## src/verilog/hdrbg_cfg.svh

```systemverilog
`ifndef HDRBG_CFG_SVH
`define HDRBG_CFG_SVH
// ==========================================
// Timing and test constants
`define HDRBG_STUCK_LIMIT 16'h0020
`define HDRBG_WIN_BITS 16'h0400
`define HDRBG_ONES_LO 16'h0180
`define HDRBG_ONES_HI 16'h0280
`define HDRBG_SEED_BITS 8'h80
`define HDRBG_MIX_CONST 32'h9E3779B9
`define HDRBG_STATE_RESET 128'h0
`define HDRBG_FIFO_DEPTH 32
`endif

```

## src/verilog/hdrbg_pkg.sv

```systemverilog
package hdrbg_pkg;
	typedef enum logic [2:0] {
		HDRBG_IDLE,
		HDRBG_STARTUP,
		HDRBG_SEEDING,
		HDRBG_RUN,
		HDRBG_FAILED
	} hdrbg_state_e;
	typedef struct packed {
		logic stuck_fail;
		logic online_fail;
		logic startup_ok;
	} hdrbg_health_s;
endpackage

```

## src/verilog/hdrbg_fifo_mem.sv

```systemverilog
module hdrbg_fifo_mem #(
	parameter int WIDTH = 32,
	parameter int DEPTH = 32
) (
	input wire logic mclk,
	input wire logic resetn,
	input wire logic ce,
	input wire logic flush,
	input wire logic in_valid,
	output logic in_ready,
	input wire logic [WIDTH-1:0] in_data,
	output logic out_valid,
	input wire logic out_ready,
	output logic [WIDTH-1:0] out_data
);
	localparam int AW = $clog2(DEPTH);
	logic [WIDTH-1:0] mem [DEPTH];
	logic [AW:0] wp_r;
	logic [AW:0] rp_r;
	logic [AW:0] cnt;
	logic full;
	logic empty;
	logic do_wr;
	logic do_rd;
	// ==========================================
	// Pointers and flags
	assign cnt = wp_r - rp_r;
	assign full = cnt == (AW+1)'(DEPTH);
	assign empty = wp_r == rp_r;
	assign in_ready = !full && !flush;
	assign do_wr = ce && in_valid && in_ready;
	assign do_rd = ce && !flush && (!out_valid || out_ready) && !empty;
	always_ff @(posedge mclk or negedge resetn) begin
		if (!resetn) begin
			wp_r <= '0;
			rp_r <= '0;
			out_valid <= 1'b0;
		end else if (ce) begin
			if (flush) begin
				wp_r <= '0;
				rp_r <= '0;
				out_valid <= 1'b0;
			end else begin
				if (do_wr)
					wp_r <= wp_r + 1'b1;
				if (do_rd)
					rp_r <= rp_r + 1'b1;
				if (do_rd)
					out_valid <= 1'b1;
				else if (out_ready)
					out_valid <= 1'b0;
			end
		end
	end
	always_ff @(posedge mclk) begin
		if (do_wr)
			mem[wp_r[AW-1:0]] <= in_data;
		if (do_rd)
			out_data <= mem[rp_r[AW-1:0]];
	end
endmodule // hdrbg_fifo_mem

```

## src/verilog/hdrbg_health.sv

```systemverilog
`include "hdrbg_cfg.svh"
module hdrbg_health (
	input wire logic mclk,
	input wire logic resetn,
	input wire logic ce,
	input wire logic restart,
	input wire logic raw_valid,
	input wire logic raw_bit,
	output hdrbg_pkg::hdrbg_health_s health
);
	logic [15:0] run_r;
	logic [15:0] bits_r;
	logic [15:0] ones_r;
	logic prev_r;
	logic win_end;
	logic stuck_hit;
	logic ones_bad;
	logic [15:0] ones_nxt;
	// ==========================================
	// Repetition and window tests
	assign stuck_hit = raw_valid && raw_bit == prev_r
		&& run_r == `HDRBG_STUCK_LIMIT - 16'h0002;
	assign win_end = raw_valid && bits_r == `HDRBG_WIN_BITS - 16'h0001;
	assign ones_nxt = ones_r + {15'h0000, raw_bit};
	assign ones_bad = ones_nxt < `HDRBG_ONES_LO
		|| ones_nxt > `HDRBG_ONES_HI;
	always_ff @(posedge mclk or negedge resetn) begin
		if (!resetn) begin
			run_r <= 16'h0000;
			bits_r <= 16'h0000;
			ones_r <= 16'h0000;
			prev_r <= 1'b0;
			health <= '0;
		end else if (ce) begin
			if (restart) begin
				run_r <= 16'h0000;
				bits_r <= 16'h0000;
				ones_r <= 16'h0000;
				health <= '0;
			end else if (raw_valid) begin
				prev_r <= raw_bit;
				run_r <= (raw_bit == prev_r) ? run_r + 16'h0001 : 16'h0000;
				if (stuck_hit)
					health.stuck_fail <= 1'b1;
				bits_r <= win_end ? 16'h0000 : bits_r + 16'h0001;
				ones_r <= win_end ? 16'h0000 : ones_nxt;
				if (win_end && ones_bad)
					health.online_fail <= 1'b1;
				if (win_end && !ones_bad)
					health.startup_ok <= 1'b1;
			end
		end
	end
endmodule // hdrbg_health

```

## src/verilog/hdrbg_top.sv

```systemverilog
// Overview of operation
// - The generator state is seeded only from the physical entropy source.
// - Each random result is handed out as one 32-bit word.
// - A reseed request refreshes the state before any further output.
// - A 128-bit counter in the state keeps 128-bit outputs from repeating.
// - A stuck-source check runs from start and any failure blocks output.
// - A total failure discards all output derived from later raw bits.
// - A windowed ones-count test runs at start-up and throughout operation.
// - Output is withheld until start-up test passes and after any defect.
`include "hdrbg_cfg.svh"
module hdrbg_top #(
	parameter int FIFO_DEPTH = `HDRBG_FIFO_DEPTH
) (
	input wire logic mclk,
	input wire logic resetn,
	input wire logic ce,
	input wire logic restart,
	input wire logic raw_valid,
	input wire logic raw_bit,
	input wire logic reseed_req,
	output logic rnd_valid,
	input wire logic rnd_ready,
	output logic [31:0] rnd_data,
	output logic reseed_busy,
	output logic fail_flag
);
	hdrbg_pkg::hdrbg_state_e state_r;
	hdrbg_pkg::hdrbg_state_e state_nxt;
	hdrbg_pkg::hdrbg_health_s health;
	logic [127:0] key_r;
	logic [127:0] ctr_r;
	logic [127:0] seed_r;
	logic [7:0] seed_cnt_r;
	logic [1:0] lane_r;
	logic pend_reseed_r;
	logic failed;
	logic gen_valid;
	logic gen_ready;
	logic [31:0] gen_word;
	logic [31:0] mix_word;
	logic seed_done;
	logic f_valid;
	logic [31:0] f_data;
	logic flush;

	function automatic logic [31:0] hdrbg_mix(input logic [31:0] a,
		input logic [31:0] b);
		logic [31:0] t;
		t = a ^ {b[18:0], b[31:19]};
		hdrbg_mix = (t + `HDRBG_MIX_CONST) ^ {t[6:0], t[31:7]};
	endfunction

	// ==========================================
	// Health and control
	hdrbg_health u_health (
		.mclk(mclk),
		.resetn(resetn),
		.ce(ce),
		.restart(restart),
		.raw_valid(raw_valid),
		.raw_bit(raw_bit),
		.health(health)
	);
	assign failed = health.stuck_fail || health.online_fail;
	assign seed_done = raw_valid && seed_cnt_r == `HDRBG_SEED_BITS - 8'h01;
	assign flush = failed || state_r != hdrbg_pkg::HDRBG_RUN
		|| reseed_req || pend_reseed_r || restart;

	always_comb begin
		state_nxt = state_r;
		case (state_r)
		hdrbg_pkg::HDRBG_IDLE:
			state_nxt = hdrbg_pkg::HDRBG_STARTUP;
		hdrbg_pkg::HDRBG_STARTUP:
			if (health.startup_ok)
				state_nxt = hdrbg_pkg::HDRBG_SEEDING;
		hdrbg_pkg::HDRBG_SEEDING:
			if (seed_done)
				state_nxt = hdrbg_pkg::HDRBG_RUN;
		hdrbg_pkg::HDRBG_RUN:
			if (pend_reseed_r || reseed_req)
				state_nxt = hdrbg_pkg::HDRBG_SEEDING;
		default:
			state_nxt = state_r;
		endcase
		if (failed)
			state_nxt = hdrbg_pkg::HDRBG_FAILED;
		if (restart)
			state_nxt = hdrbg_pkg::HDRBG_IDLE;
	end

	always_ff @(posedge mclk or negedge resetn) begin
		if (!resetn)
			state_r <= hdrbg_pkg::HDRBG_IDLE;
		else if (ce)
			state_r <= state_nxt;
	end

	// ==========================================
	// Seed collection
	always_ff @(posedge mclk or negedge resetn) begin
		if (!resetn) begin
			seed_r <= `HDRBG_STATE_RESET;
			seed_cnt_r <= 8'h00;
			pend_reseed_r <= 1'b0;
		end else if (ce) begin
			if (state_r == hdrbg_pkg::HDRBG_SEEDING && raw_valid) begin
				seed_r <= {seed_r[126:0], raw_bit};
				seed_cnt_r <= seed_done ? 8'h00 : seed_cnt_r + 8'h01;
			end else if (state_r != hdrbg_pkg::HDRBG_SEEDING) begin
				seed_cnt_r <= 8'h00;
			end
			if (reseed_req && state_r != hdrbg_pkg::HDRBG_RUN)
				pend_reseed_r <= 1'b1;
			else if (state_r == hdrbg_pkg::HDRBG_SEEDING)
				pend_reseed_r <= 1'b0;
		end
	end

	// ==========================================
	// Generator core
	assign gen_valid = state_r == hdrbg_pkg::HDRBG_RUN && !failed
		&& !reseed_req && !pend_reseed_r;
	assign mix_word = hdrbg_mix(key_r[lane_r*32 +: 32],
		ctr_r[lane_r*32 +: 32]);
	assign gen_word = mix_word ^ key_r[127-lane_r*32 -: 32];

	always_ff @(posedge mclk or negedge resetn) begin
		if (!resetn) begin
			key_r <= `HDRBG_STATE_RESET;
			ctr_r <= `HDRBG_STATE_RESET;
			lane_r <= 2'b00;
		end else if (ce) begin
			if (state_r == hdrbg_pkg::HDRBG_SEEDING && seed_done) begin
				key_r <= key_r ^ {seed_r[126:0], raw_bit};
				lane_r <= 2'b00;
			end else if (gen_valid && gen_ready) begin
				lane_r <= lane_r + 2'b01;
				if (lane_r == 2'b11)
					ctr_r <= ctr_r + 128'h1;
			end
		end
	end

	// ==========================================
	// Output buffer
	hdrbg_fifo_mem #(
		.WIDTH(32),
		.DEPTH(FIFO_DEPTH)
	) u_fifo (
		.mclk(mclk),
		.resetn(resetn),
		.ce(ce),
		.flush(flush),
		.in_valid(gen_valid),
		.in_ready(gen_ready),
		.in_data(gen_word),
		.out_valid(f_valid),
		.out_ready(rnd_ready && rnd_valid || !rnd_valid),
		.out_data(f_data)
	);

	always_ff @(posedge mclk or negedge resetn) begin
		if (!resetn) begin
			rnd_valid <= 1'b0;
			rnd_data <= 32'h00000000;
			reseed_busy <= 1'b0;
			fail_flag <= 1'b0;
		end else if (ce) begin
			if (flush) begin
				rnd_valid <= 1'b0;
				rnd_data <= 32'h00000000;
			end else if (!rnd_valid || rnd_ready) begin
				rnd_valid <= f_valid;
				rnd_data <= f_data;
			end
			reseed_busy <= state_nxt == hdrbg_pkg::HDRBG_SEEDING;
			fail_flag <= failed && !restart;
		end
	end
endmodule // hdrbg_top

```

## config.mk

```make
export PLATFORM = sky130hd
export DESIGN_NAME = hdrbg_top
export DESIGN_NICKNAME = d
export VERILOG_FILES = /design/src/verilog/hdrbg_pkg.sv /design/src/verilog/hdrbg_fifo_mem.sv /design/src/verilog/hdrbg_health.sv /design/src/verilog/hdrbg_top.sv
export VERILOG_INCLUDE_DIRS = /design/src /design/src/verilog
export SDC_FILE = /design/constraint.sdc
export NUM_CORES = 2
export LEC_CHECK = 0
export BUFFER_PORTS_ARGS = -buffer_cell sky130_fd_sc_hd__buf_2
export CORE_UTILIZATION = 30
export DETAILED_ROUTE_END_ITERATION = 7
export HOLD_SLACK_MARGIN = 0.05
export PLACE_DENSITY = 0.54
export SETUP_SLACK_MARGIN = 0.1
export SKIP_CTS_REPAIR_TIMING = 1
export SYNTH_ARGS = -nofsm -noshare
export SYNTH_HDL_FRONTEND = slang
export SYNTH_HIERARCHICAL = 1
export SYNTH_SLANG_ARGS = --single-unit
```

## constraint.sdc

```tcl
create_clock -name mclk -period 5 [get_ports mclk]
set_clock_uncertainty 0.1 [all_clocks]
set_input_delay 1 -clock mclk [delete_from_list [all_inputs] [get_ports mclk]]
set_output_delay 1 -clock mclk [all_outputs]
set_load 0.1 [all_outputs]
```

==> qor.yml <==
routing:
  drt_first_iter_violations: 3341
  vias: 36501
  vias_per_cell: 4.932
  drt-pass1-iter-count: 7
  wl_per_cell_um: 22.98
  drc: 0
  drt-total-wl_um: 170100
  drtAntennaViolNets: 0
timing:
  setup_viol: 0
  fmax_ghz: 0.2318
  slew_violations: 0
  min_period_ns: 4.315
  worst_pin_slew_ns: 1.281
  fin_tns_setup_ns: 0
  rsz0062_at_grt: "false"
  period_share: 0.8629
  relSlewSlack: 0.1391
  hold_ws_ns: 0.2368
  hold_viol_final: 0
layout:
  fillers: 20671
  final_util: 0.3492
  nNetsFinal: 4441
  area_growth_pct: 15.42
  design_area_sq_um: 75910
  drive_above_1_share: 0.2026
  final_common_cell: "edfxtp_1"
  final_cell_mix: "edfxtp_1 (1,056), nand2_1 (810), dfrtp_1 (491)"
  antennaDiodeCount: 0
clock_network:
  clk_pin_slew_ns: 0.06
  ctsHtreeMaxLevel: 4
  clockRootBuffer: "clkbuf_16"
  cts_tree: "yes"
  cts_made_buffers: 162
  clock_sinks: 1553
  clk_latency_ns: 0.81
  cts_buffer_depth: 3
logic_synthesis:
  syn_area_sq_um: 65760
  yosys_register_bits: 1553
  synth_nets: 4278
  async_flop_share: 0.3200
  syn_inst: 4251
  synth_edf_count: 1056
  ys_warn_count: 6
  avgSynthCellArea_sq_um: 15.47
  synth-main-ff-cell: "edfxtp_1"
  seq_area_frac_synth: 0.6713
  synth.distinct_cells: 82
global_routing:
  antenna_found_initial: 1
  use_met3: 0.02185
  grt_pass1_vias: 37167
  top_usage_layer: "met2"
  grt_pass1_wl_um: 254100
  gr-total-overflow: 0
  track_usage: 0.1537
  grt_max_degree: 129
  met2_usage: 0.2473
  use_met1: 0.2158
place:
  dp_hpwl_um: 105600
  port_buffers: 42
  gp_congestion: 0.8124
  place_area_sq_um: 70500
floorplanning:
  start_util: 0.3025
  die_w_um: 470.2
  num_rows: 171
  die_h_um: 470.2
  core-area_sq_um: 217400
  die_area_sq_um: 221100
  pin_count: 43
power_and_ir_drop:
  ir_worst_vdd_mv: 0.4022
  total_power_mw: 26.05
  cellPowerDensity_nw_per_um2: 343.2
  p_leak_nw: 25.38
critical_path:
  cpPeakStageDelay_ns: 0.50
  critPathRequiredTime_ns: 5.62
  crit_slowest_cell: "dfrtp_1"
  rr_worst_depth: 16
  path_buf_inv: 1
  cp_common_cell: "nor2_1"
  crit_cells: 16
  worstSetupPathType: "reg -> reg"
  critical_path.max_fanout: 13
  path_cells: "ha_1 > or2_1 > o221ai_2 > a21oi_2 > xor2_1 > nor2_1 > nor2_1 > and3_1 > and3_1 > nor4b_1 > nand4_1 > nor4_4 > buf_4 > nand3_1 > nor2_1 > xor2_1"
  reg2reg_to: "ctr_r[117]"
  cp-end-kind: "flip-flop"
  cp-endpoint: "ctr_r[117]"
  crit_start: "u_fifo/wp_r[2]"
  r2r-start: "u_fifo/wp_r[2]"
  cp_top_family: "simple AND/OR/NAND/NOR gates"
  start_kind: "flip-flop"
  reg2reg_setup_slack_ns: 0.69
  arrival_ns: 4.93
flow_run:
  drv_cap: 0
min_path:
  hold_path_class: "in -> async"
status:
  status: "complete, no violations"
-- where the power goes --
| group | switching (mW) | internal, mW | leakage (nW) |
|---|---|---|---|
| Clock | 5.15 | 7.09 | 2.63 |
| Sequential | 0.00862 | 13.6 | 14.9 |
| Combinational | 0.142 | 0.0324 | 7.80 |
-- registers in the layout, indices dropped and copies added (netlist names), 8 cells and up --
name             cells
u_fifo/mem        1024
ctr_r              128
key_r              128
seed_r             127
rnd_data            32
u_fifo/out_data     32
u_health/bits_r     16
u_health/ones_r     16
u_health/run_r      16
seed_cnt_r           8
-- layer usage --
layer | routed length [um] | vias to the layer above
li1 | - | 16104
met1 | 76750 | 19279
met2 | 80930 | 894
met3 | 8365 | 220
met4 | 3987 | 4
met5 | 27 | -
-- worst register-to-register path, stage by stage, from the launching register on --
cell and delay (ns):
dfrtp_1 0.50, ha_1 0.30, or2_1 0.27, o221ai_2 0.18, a21oi_2 0.09, xor2_1 0.24
nor2_1 0.16, nor2_1 0.15, and3_1 0.26, and3_1 0.22, nor4b_1 0.40, nand4_1 0.24
nor4_4 0.23, buf_4 0.27, nand3_1 0.24, nor2_1 0.22, xor2_1 0.16
-- layout make-up --
| cell class | instances | area (sq um) | area share |
|---|---|---|---|
| clock buffer | 224 | 4528 | 0.05965 |
| clock inverter | 73 | 880.8 | 0.01160 |
| inverter | 56 | 215.2 | 0.002835 |
| multi-input combinational | 2439 | 20940 | 0.2758 |
| sequential | 1553 | 44160 | 0.5818 |
| tap | 2854 | 3571 | 0.04704 |
| timing repair buffer | 202 | 1609 | 0.02120 |
-- Yosys cell counts (all sizes together) (19+ instances only) --
master / n / share of area
a21oi: 28 / 0.0022
a31oi: 20 / 0.0019
and3: 33 / 0.0031
buf: 85 / 0.0087
clkbuf: 118 / 0.0067
dfrtp: 497 / 0.19
edfxtp: 1056 / 0.48
ha: 19 / 0.0036
inv: 55 / 0.0031
mux4: 367 / 0.13
nand2: 810 / 0.046
nand3: 92 / 0.0073
nand4: 52 / 0.0051
nor2: 130 / 0.0075
nor3: 37 / 0.0031
nor4: 21 / 0.0030
o21ai: 119 / 0.0092
or3: 20 / 0.0019
xnor2: 369 / 0.049
xor2: 128 / 0.017
-- cells by family after synthesis --
logic type               synth area share
flip-flops                         0.6713
AND/OR/NAND/NOR                   0.08705
XOR/XNOR                          0.06619
multiplexers                       0.1292
buffers and inverters             0.01863
AO/OA/AOI/OAI                     0.02405
adder cells (fa/ha/maj)          0.003615
-- through the flow --
stage / setup slack (ns) / std cells
2_1_floorplan: 0.3064 / 4251
3_3_place_gp: 0.3565 / 7104
3_5_place_dp: 0.2914 / 7104
4_1_cts: 0.6835 / 7401
5_1_grt: 0.2939 / 7401
6_report: 0.6854 / 7401
-- worst min path at each step --
| stage | to | depth (start not counted) |
|---|---|---|
| 2_1_floorplan | u_health/bits_r[9] | 1 |
| 3_3_place_gp | seed_r[126] | 2 |
| 3_5_place_dp | u_health/bits_r[9] | 1 |
| 4_1_cts | seed_r[46] | 1 |
| 5_1_grt | seed_r[46] | 1 |
| 6_report | seed_r[46] | 1 |
Power figures use the tool's default switching activity.
